==> src/core/qdac_regs.svh <==
/*
 * constants for the quad converter serial load logic: word layout,
 * counts and reset values.
 * assumes to be included by the package and the core file only.
 */
`ifndef QDAC_REGS_SVH
`define QDAC_REGS_SVH

// ----------------------------------------------------------------------
// word layout
// ----------------------------------------------------------------------
`define QDAC_WORD_W     16
`define QDAC_WORD_MSB   15
`define QDAC_CODE_W     12
`define QDAC_ADDR_W     2
`define QDAC_CHAN_W     2
`define QDAC_NUM_CHAN   4

// ----------------------------------------------------------------------
// counts and reset values
// ----------------------------------------------------------------------
`define QDAC_CNT_W      4
`define QDAC_CNT_ZERO   4'h0
`define QDAC_CNT_ONE    4'h1
`define QDAC_CNT_LAST   4'hf
`define QDAC_CODE_ZERO  12'h000
`define QDAC_SR_ZERO    16'h0000
`define QDAC_FIFO_DEPTH 16

// ----------------------------------------------------------------------
// synchronised pin positions
// ----------------------------------------------------------------------
`define QDAC_PIN_N      7
`define QDAC_PIN_FS     0
`define QDAC_PIN_CLK    1
`define QDAC_PIN_SDI    2
`define QDAC_PIN_ALO    3
`define QDAC_PIN_AHI    4
`define QDAC_PIN_LOAD   5
`define QDAC_PIN_CLR    6
`define QDAC_PIN_IDLE   7'h63

`endif

==> src/core/qdac_pkg.sv <==
/*
 * types of the quad converter serial load logic.
 * assumes qdac_regs.svh is on the include path.
 */
`include "qdac_regs.svh"

package qdac_pkg;

    // ------------------------------------------------------------------
    // received word, msb first on the wire
    // ------------------------------------------------------------------
    typedef struct packed {
        logic [`QDAC_CODE_W-1:0] code;
        logic [`QDAC_ADDR_W-1:0] addr;
        logic [`QDAC_CHAN_W-1:0] chan;
    } qdac_word_t;

    // ------------------------------------------------------------------
    // frame state, gray along idle -> shift -> done
    // ------------------------------------------------------------------
    typedef enum logic [1:0] {
        QDAC_IDLE  = 2'h0,
        QDAC_SHIFT = 2'h1,
        QDAC_DONE  = 2'h3
    } qdac_state_t;

endpackage : qdac_pkg

==> src/core/qdac_core.sv <==
/*
 * serial load logic of a quad 12 bit converter plus its word fifo.
 * assumes all pins are asynchronous to i_core_clk and that the shift
 * clock runs well below a quarter of i_core_clk.
 */
`timescale 1ns/1ns
`include "qdac_regs.svh"

// ----------------------------------------------------------------------
// word fifo
// ----------------------------------------------------------------------
module qdac_fifo
    import qdac_pkg::*;
#(
    parameter int W = `QDAC_WORD_W,
    parameter int D = `QDAC_FIFO_DEPTH
)(
    input  wire logic         i_core_clk,
    input  wire logic         i_rst,
    input  wire logic         i_in_valid,
    input  wire logic [W-1:0] i_in_data,
    output logic              o_in_ready,
    output logic              o_out_valid,
    output logic [W-1:0]      o_out_data,
    input  wire logic         i_out_ready
);
    localparam int AW = $clog2(D);

    logic [W-1:0] mem_ff [D];
    logic [AW:0]  wp_ff;
    logic [AW:0]  rp_ff;
    logic [AW:0]  nxt_wp;
    logic [AW:0]  nxt_rp;
    logic         full;
    logic         empty;
    logic         do_wr;
    logic         do_rd;

    always_comb
    begin
        empty  = (wp_ff == rp_ff);
        full   = (wp_ff[AW] != rp_ff[AW]) &&
                 (wp_ff[AW-1:0] == rp_ff[AW-1:0]);
        do_wr  = i_in_valid && !full;
        do_rd  = !empty && i_out_ready;
        nxt_wp = do_wr ? wp_ff + 1'b1 : wp_ff;
        nxt_rp = do_rd ? rp_ff + 1'b1 : rp_ff;
    end

    always_ff @(posedge i_core_clk)
    begin
        if (i_rst)
        begin
            wp_ff <= '0;
            rp_ff <= '0;
        end
        else
        begin
            wp_ff <= nxt_wp;
            rp_ff <= nxt_rp;
        end
        if (do_wr)
        begin
            mem_ff[wp_ff[AW-1:0]] <= i_in_data;
        end
    end

    assign o_in_ready  = !full;
    assign o_out_valid = !empty;
    assign o_out_data  = mem_ff[rp_ff[AW-1:0]];
endmodule : qdac_fifo

// ----------------------------------------------------------------------
// serial load top
// ----------------------------------------------------------------------
module qdac_core
    import qdac_pkg::*;
(
    input  wire logic           i_core_clk,
    input  wire logic           i_rst,
    input  wire logic           i_frame_sync_n,
    input  wire logic           i_shift_clock,
    input  wire logic           i_serial_in,
    input  wire logic           i_addr_strap_lo,
    input  wire logic           i_addr_strap_hi,
    input  wire logic           i_load_all_n,
    input  wire logic           i_clear_all_n,
    output logic                o_chain_out,
    output logic [`QDAC_NUM_CHAN-1:0][`QDAC_CODE_W-1:0] o_dac_code,
    output logic                o_overrun
);
    logic [`QDAC_PIN_N-1:0]      pin_raw;
    logic [`QDAC_PIN_N-1:0]      s1_ff;
    logic [`QDAC_PIN_N-1:0]      s2_ff;
    logic                        clk_prev_ff;
    logic                        fall;
    logic                        frame_low;
    qdac_state_t                 state_ff;
    qdac_state_t                 nxt_state;
    logic [`QDAC_CNT_W-1:0]      cnt_ff;
    logic [`QDAC_CNT_W-1:0]      nxt_cnt;
    logic [`QDAC_WORD_W-1:0]     sr_ff;
    logic [`QDAC_WORD_W-1:0]     nxt_sr;
    logic                        push;
    logic                        in_ready;
    logic                        out_valid;
    logic                        out_ready;
    logic [`QDAC_WORD_W-1:0]     out_raw;
    qdac_word_t                  out_word;
    logic                        hit;
    logic                        overrun_ff;
    logic                        nxt_overrun;
    logic [`QDAC_NUM_CHAN-1:0][`QDAC_CODE_W-1:0] in_latch_ff;
    logic [`QDAC_NUM_CHAN-1:0][`QDAC_CODE_W-1:0] nxt_in_latch;
    logic [`QDAC_NUM_CHAN-1:0][`QDAC_CODE_W-1:0] dac_ff;
    logic [`QDAC_NUM_CHAN-1:0][`QDAC_CODE_W-1:0] nxt_dac;

    // ------------------------------------------------------------------
    // pin synchronisers, two flops per pin
    // ------------------------------------------------------------------
    assign pin_raw = {i_clear_all_n, i_load_all_n, i_addr_strap_hi,
                      i_addr_strap_lo, i_serial_in, i_shift_clock,
                      i_frame_sync_n};

    // preload idle levels so no false shift edge follows reset
    localparam logic [`QDAC_PIN_N-1:0] PIN_IDLE = `QDAC_PIN_IDLE;

    genvar g;
    generate
        for (g = 0; g < `QDAC_PIN_N; g++)
        begin : g_sync
            always_ff @(posedge i_core_clk)
            begin
                if (i_rst)
                begin
                    s1_ff[g] <= PIN_IDLE[g];
                    s2_ff[g] <= PIN_IDLE[g];
                end
                else
                begin
                    s1_ff[g] <= pin_raw[g];
                    s2_ff[g] <= s1_ff[g];
                end
            end
        end
    endgenerate

    // ------------------------------------------------------------------
    // frame and shift register
    // ------------------------------------------------------------------
    assign frame_low = !s2_ff[`QDAC_PIN_FS];
    assign fall      = clk_prev_ff && !s2_ff[`QDAC_PIN_CLK];

    always_comb
    begin
        nxt_state = state_ff;
        nxt_cnt   = cnt_ff;
        nxt_sr    = sr_ff;
        push      = 1'b0;
        if (!frame_low)
        begin
            nxt_state = QDAC_IDLE;
            nxt_cnt   = `QDAC_CNT_ZERO;
        end
        else if (fall)
        begin
            // keeps shifting past the 16th edge so chained parts see it
            nxt_sr = {sr_ff[`QDAC_WORD_MSB-1:0], s2_ff[`QDAC_PIN_SDI]};
            unique case (state_ff)
                QDAC_IDLE,
                QDAC_SHIFT:
                begin
                    nxt_cnt   = cnt_ff + `QDAC_CNT_ONE;
                    nxt_state = QDAC_SHIFT;
                    if (cnt_ff == `QDAC_CNT_LAST)
                    begin
                        push      = 1'b1;
                        nxt_state = QDAC_DONE;
                    end
                end
                QDAC_DONE:
                begin
                    nxt_state = QDAC_DONE;
                end
                default:
                begin
                    nxt_state = QDAC_IDLE;
                end
            endcase
        end
        // a full fifo loses the word; flagged, cleared only by reset
        nxt_overrun = overrun_ff || (push && !in_ready);
    end

    always_ff @(posedge i_core_clk)
    begin
        if (i_rst)
        begin
            state_ff    <= QDAC_IDLE;
            cnt_ff      <= `QDAC_CNT_ZERO;
            sr_ff       <= `QDAC_SR_ZERO;
            clk_prev_ff <= 1'b1;
            overrun_ff  <= 1'b0;
        end
        else
        begin
            state_ff    <= nxt_state;
            cnt_ff      <= nxt_cnt;
            sr_ff       <= nxt_sr;
            clk_prev_ff <= s2_ff[`QDAC_PIN_CLK];
            overrun_ff  <= nxt_overrun;
        end
    end

    // ------------------------------------------------------------------
    // word fifo between shifter and latches
    // ------------------------------------------------------------------
    qdac_fifo #(
        .W (`QDAC_WORD_W),
        .D (`QDAC_FIFO_DEPTH)
    ) u_fifo (
        .i_core_clk  (i_core_clk),
        .i_rst       (i_rst),
        .i_in_valid  (push),
        .i_in_data   (nxt_sr),
        .o_in_ready  (in_ready),
        .o_out_valid (out_valid),
        .o_out_data  (out_raw),
        .i_out_ready (out_ready)
    );

    // ------------------------------------------------------------------
    // address check, latches
    // ------------------------------------------------------------------
    // input latches are frozen while load is low so the copy is stable
    assign out_ready = s2_ff[`QDAC_PIN_LOAD];

    always_comb
    begin
        out_word     = qdac_word_t'(out_raw);
        hit          = out_valid && out_ready &&
                       (out_word.addr == {s2_ff[`QDAC_PIN_AHI],
                                          s2_ff[`QDAC_PIN_ALO]});
        nxt_in_latch = in_latch_ff;
        if (hit)
        begin
            nxt_in_latch[out_word.chan] = out_word.code;
        end
        nxt_dac = dac_ff;
        if (!s2_ff[`QDAC_PIN_CLR])
        begin
            for (int i = 0; i < `QDAC_NUM_CHAN; i++)
            begin
                nxt_dac[i] = `QDAC_CODE_ZERO;
            end
        end
        else if (!s2_ff[`QDAC_PIN_LOAD])
        begin
            nxt_dac = in_latch_ff;
        end
    end

    always_ff @(posedge i_core_clk)
    begin
        if (i_rst)
        begin
            in_latch_ff <= '0;
            dac_ff      <= '0;
        end
        else
        begin
            in_latch_ff <= nxt_in_latch;
            dac_ff      <= nxt_dac;
        end
    end

    assign o_chain_out = sr_ff[`QDAC_WORD_MSB];
    assign o_dac_code  = dac_ff;
    assign o_overrun   = overrun_ff;
endmodule : qdac_core

==> config.mk <==
export PLATFORM = sky130hd
export DESIGN_NAME = qdac_core
export DESIGN_NICKNAME = d
export VERILOG_FILES = /design/src/core/qdac_pkg.sv /design/src/core/qdac_core.sv
export VERILOG_INCLUDE_DIRS = /design/src /design/src/core
export SDC_FILE = /design/constraint.sdc
export NUM_CORES = 1
export LEC_CHECK = 0
export BUFFER_PORTS_ARGS = -buffer_cell sky130_fd_sc_hd__buf_2
export CORE_MARGIN = 2
export CORE_UTILIZATION = 50
export DETAILED_ROUTE_END_ITERATION = 8
export GPL_TIMING_DRIVEN = 0
export PLACE_DENSITY_LB_ADDON = 0.3
export SLEW_MARGIN = 15
export SYNTH_ARGS = -nofsm -noshare
export SYNTH_HDL_FRONTEND = slang
export SYNTH_SLANG_ARGS = --single-unit
==> constraint.sdc <==
create_clock -name i_core_clk -period 3.4 [get_ports i_core_clk]
set_input_delay 0.51 -clock i_core_clk [delete_from_list [all_inputs] [get_ports i_core_clk]]
set_output_delay 0.51 -clock i_core_clk [all_outputs]
set_load 0.01 [all_outputs]
# ---- Yosys cells after proc, flatten, opt, wreduce, memory -nomap -nowiden
# Memories as Yosys holds them, arrays and structs flattened. A register that Yosys moved wholly into a read port is not among the register bits.
# Index checks and enable logic that the tools add are counted.
dict set report totals {
  reg_bits 144
  ram_bits 256
  inputBits 9
  output_inout_bits 50
  elab_cells 74
  memories 1
}
dict set report classes {
  addsub 3
  order_cmp 2
  eq_ne 7
  n_mux 15
  bitwise_logic 1
  reduce_logical 16
}
# memory depth word_bits rd rd_clocked_by_memory_dff write_ports line
set memory_table {}
lappend memory_table {u_fifo.mem_ff 16 16 1 1 1 qdac_core.sv:29} ;# logic [W-1:0] mem_ff [D];
# operator n
set op_table {}
lappend op_table {{48-bit bitwise mux} 1}
lappend op_table {{16-bit two-way mux} 2}
lappend op_table {{12-bit demux with 2-bit select} 1}
lappend op_table {{12-bit two-way mux} 1}
lappend op_table {{5-bit by 1-bit adder with 5-bit output, second input constant} 2}
lappend op_table {{4-bit two-way mux} 2}
lappend op_table {{1-bit logical AND} 7}
lappend op_table {{1-bit two-way mux} 6}
lappend op_table {{2-bit OR reduction} 3}
lappend op_table {{5-bit equality test} 1}
lappend op_table {{4-bit by 1-bit adder with 4-bit output, second input constant} 1}
lappend op_table {{4-bit equality test} 1}
lappend op_table {{4-bit equality test, second input constant} 1}
lappend op_table {{2-bit case mux with 2 select lines} 1}
lappend op_table {{1-bit logical NOT} 3}
lappend op_table {{2-bit by 3-bit less-than comparator with 1-bit output, second input constant} 1}
lappend op_table {{2-bit by 1-bit equality test with 1-bit output, second input constant} 1}
lappend op_table {{2-bit equality test} 1}
lappend op_table {{2-bit equality test, second input constant} 1}
lappend op_table {{2-bit by 1-bit >= comparator with 1-bit output, second input constant} 1}
lappend op_table {{2-bit logical NOT} 1}
lappend op_table {{2-bit two-way mux} 1}
lappend op_table {{2-bit AND reduction} 1}
lappend op_table {{1-bit logical OR} 1}
lappend op_table {{other kinds (2)} 2}

# ---- Logic depth before layout (Yosys ltp)
dict set report logic_depth {
  word_depth 8
  ltp_mapped 10
  depth_no_buf 6
}

# ---- Cells and area by module
# From an unflattened synthesis, not the netlist that was laid out.
dict set report unflattened {
  cells_unflattened 912
  area_unflattened_um2 15627.5
}
# mod n_inst cells_per_inst area_per_inst_um2 seq_area_each_um2
set by_module_without_submodules {}
lappend by_module_without_submodules {qdac_fifo 1 459 10652.7 7967.6}
lappend by_module_without_submodules {qdac_core 1 453 4974.8 2682.6}

# ---- Worst setup path before layout
# Ideal clock, no wire load.
dict set report synth_timing {
  path_kind {register to register}
  start {reg state_ff[1]}
  end {mem u_fifo.mem_ff[3][0] (netlist bit), enable pin}
  setup_time_ns 0.409
  arrival_ns 2.669
  required_time_ns 2.991
  setup_slack_ns 0.322
  path_stages_with_launch 6
  n_path_buf 0
  path_cell_list {dfxtp_1 -> nor3b_2 -> nand4_1 -> a211oi_2 -> nand2_1 -> nor3_1}
}
dict set report synth_via {
  elab_chain_len 8
}
# item line
set synth_lines {}
lappend synth_lines {{start, declared} qdac_core.sv:98} ;# qdac_state_t state_ff;
lappend synth_lines {{start signal, assigned} qdac_core.sv:207} ;# state_ff <= nxt_state;
lappend synth_lines {{2-bit by 1-bit equality test with 1-bit output / 2-bit logical NOT (equally long branches)} qdac_core.sv:169} ;# unique case (state_ff)
lappend synth_lines {{2-bit OR reduction *} qdac_core.sv:169}
lappend synth_lines {{1-bit two-way mux *} qdac_core.sv:169}
lappend synth_lines {{1-bit two-way mux *} qdac_core.sv:165} ;# else if (fall)
lappend synth_lines {{1-bit two-way mux *} qdac_core.sv:160} ;# if (!frame_low)
lappend synth_lines {{1-bit logical AND *} qdac_core.sv:44} ;# do_wr = i_in_valid && !full;
lappend synth_lines {{1-bit two-way mux *} qdac_core.sv:62} ;# if (do_wr)
lappend synth_lines {{1-bit two-way mux (implied by the code) *} qdac_core.sv:64} ;# mem_ff[wp_ff[AW-1:0]] <= i_in_data;
lappend synth_lines {{end, declared} qdac_core.sv:29}
# Mark *: on every way between the ends. The rest lies on a longest branch, timed or not.

==> flow_metrics.env <==
export IMPL_critPathCapture="in_latch_ff[17]"
export IMPL_drt_first_pass_iters=5
export IMPL_p_per_area_mw_per_mm2=574
export IMPL_path_clk_slew_ps=60
export IMPL_antenna_found_initial=0
export IMPL_cts_resized=0
export IMPL_synth_nets=920
export IMPL_dieHeight_um=179
export IMPL_syn_area_mm2=0.0153
export IMPL_via_per_inst=5.54
export IMPL_insertion_delay_ps=530
export IMPL_grt_max_degree=18
export IMPL_slew_violations=0
export IMPL_io_pins=59
export IMPL_layout_common_cells="256 x edfxtp_1, 148 x dfxtp_1, 110 x mux2i_1"
export IMPL_reg2reg_slack_ps=130
export IMPL_drive_gt1_share_pct=25.3
export IMPL_grt_pass1_vias=8111
export IMPL_drtIter0Drc=759
export IMPL_synth_area_per_cell_um2=16.9
export IMPL_drc=0
export IMPL_wl_per_cell_um=22.4
export IMPL_port_buffers=58
export IMPL_crit_path_end_kind="flip-flop"
export IMPL_gr_usage_all_layers_pct=21.0
export IMPL_hold_class="input port to flip-flop"
export IMPL_hold_buffers=0
export IMPL_cts_max_level=2
export IMPL_final_min_clock_period_ps=3270
export IMPL_cts_buffers=40
export IMPL_critPathKind="flip-flop to flip-flop"
export IMPL_synthCells=905
export IMPL_ant_nets=0
export IMPL_final_nets=1035
export IMPL_hold_viol=0
export IMPL_p_total_mw=10.1
export IMPL_reg2reg_depth=8
export IMPL_final_cell_area_mm2=0.0176
export IMPL_ys_seq_area_share_pct=69.7
export IMPL_path_max_fanout=10
export IMPL_grt_pass1_wl_um=49100
export IMPL_fin_crit_sh_pct=96.2
export IMPL_clock_sinks=404
export IMPL_yosysUniqueCellTypes=36
export IMPL_p_leak_nw=6.50
export IMPL_area_delta_synth_final_pct=15.1
export IMPL_maxCapViolations=0
export IMPL_fin_skew_ps=20.3
export IMPL_globalplace_congestion=0.768
export IMPL_clockRootBuffer="clkbuf_16"
export IMPL_required_ps=3800
export IMPL_fp_dieArea_mm2=0.0320
export IMPL_cts_setup_buffers=0
export IMPL_core_area_mm2=0.0299
export IMPL_vias=7973
export IMPL_final_common_cell="edfxtp_1"
export IMPL_rsz0062_at_grt="no"
export IMPL_max_slew_margin_pct=29.8
export IMPL_ys_ff_latch=404
export IMPL_wirelength_um=32200
export IMPL_fp_row_count=63
export IMPL_critPathArrivalTime_ps=3670
export IMPL_fmax_mhz=306
export IMPL_cts_tree="built"
export IMPL_clk_path_buf_depth=3
export IMPL_worst_pin_slew_ps=1050
export IMPL_cp_start_kind="flip-flop"
export IMPL_rr_endpoint="in_latch_ff[17]"
export IMPL_setup_viol=0
export IMPL_postPlaceCellArea_mm2=0.0163
export IMPL_status="completed"
export IMPL_dp_hpwl_um=21000
export IMPL_n_antenna_cell=0
export IMPL_start_util_pct=51.1
export IMPL_overflow=0
export IMPL_dieWidth_um=179
export IMPL_ys_warn_count=0
export IMPL_ir_drop_v=0.000310
-- worst min-delay path by stage --
stage                end  cells after the start      startpoint  slack (ps)
3_5_place_dp   out_ready                      1        s1_ff[5]         390
4_1_cts         s1_ff[0]                      2  i_frame_sync_n         160
5_1_grt         s1_ff[6]                      2   i_clear_all_n         160
6_report        s1_ff[6]                      2   i_clear_all_n         170
3_3_place_gp   out_ready                      1        s1_ff[5]         390
2_1_floorplan  out_ready                      1        s1_ff[5]         390
-- state kept, by name, summed over array words and instances (netlist names), 5 cells and up, named ones only --
signal / flops
u_fifo.mem_ff: 256
in_latch_ff: 48
o_dac_code: 48
sr_ff: 16
s1_ff: 7
s2_ff: 6
u_fifo.rp_ff: 5
u_fifo.wp_ff: 5
-- power breakdown --
part,total (mW),switching [mW],internal [mW]
clock network,4.27,1.75,2.51
registers,5.18,0.0115,5.17
logic,0.649,0.326,0.323
-- cells in the mapped netlist, drive strengths merged --
master / count / area, µm²
xnor2: 4 / 42.6
nor2: 82 / 308
nand4: 6 / 43.8
xor2: 12 / 105
a21boi: 1 / 7.51
mux2i: 110 / 1100
nand2: 10 / 37.5
a211oi: 1 / 12.5
nor3b: 3 / 27.5
mux4: 74 / 1670
nand2b: 65 / 407
clkbuf: 19 / 71.3
ha: 6 / 75.1
edfxtp: 256 / 7690
a22oi: 2 / 15.0
nor4: 1 / 6.26
nand3: 7 / 50.1
o31a: 1 / 8.76
a31oi: 1 / 6.26
o21ai: 2 / 10.0
a21oi: 3 / 15.0
mux2: 16 / 180
nor2b: 26 / 163
buf: 30 / 160
or2: 10 / 62.6
dfxtp: 148 / 2960
nor3: 4 / 20.0
inv: 4 / 15.0
or3: 1 / 6.26
-- metal layers --
layer | vias to the layer above | part of all wire (%) | GRT usage [%]
met5 | - | 0 | 0
met4 | 0 | 2.0 | 5.79
met3 | 50 | 6.1 | 3.69
met1 | 4056 | 45 | 29.5
li1 | 3618 | - | -
met2 | 249 | 47 | 34.0
-- per-stage QoR --
| stage | setup WS, ps | hold WS [ps] | util (%) | TNS (ps) | cells |
|---|---|---|---|---|---|
| 6_report | 130 | 170 | 58.9 | 0 | 1438 |
| 5_1_grt | 39.6 | 161 | 58.9 | 0 | 1438 |
| 4_1_cts | 146 | 158 | 58.9 | 0 | 1438 |
| 3_5_place_dp | 160 | 395 | 54.7 | 0 | 1368 |
| 3_3_place_gp | -1480 | 393 | 53.7 | -153300 | 1353 |
| 2_1_floorplan | 322 | 389 | - | 0 | 905 |
-- worst max-delay path, cell delays in order (launching register included) --
cell and delay [ps]:
dfxtp_1 310, buf_4 150, buf_6 180, buf_2 370, buf_1 740, mux4_2 440
mux4_2 540, nand2b_1 280, mux2i_1 130
-- layout make-up --
| cell class | count | area [µm²] |
|---|---|---|
| Buffer | 49 | 231 |
| Clock buffer | 53 | 1070 |
| Clock inverter | 17 | 179 |
| Fill cell | 2266 | 12300 |
| Inverter | 4 | 15.0 |
| Multi-Input combinational cell | 448 | 4450 |
| Sequential cell | 404 | 10700 |
| Tap cell | 390 | 488 |
| Timing Repair Buffer | 73 | 498 |
-- cell families (layout without fill, tap and decap cells) --
kind of cell	count (synthesis)	in the layout	synth area share (%)
buffers and inverters	53	196	1.61
flip-flops	404	404	69.7
adder cells (fa/ha/maj)	6	6	0.492
XOR/XNOR	16	16	0.967
AO/OA/AOI/OAI	11	11	0.492
multiplexers	200	200	19.3
AND/OR/NAND/NOR	215	215	7.41
No activity file was read; power rests on OpenSTA's default activity.
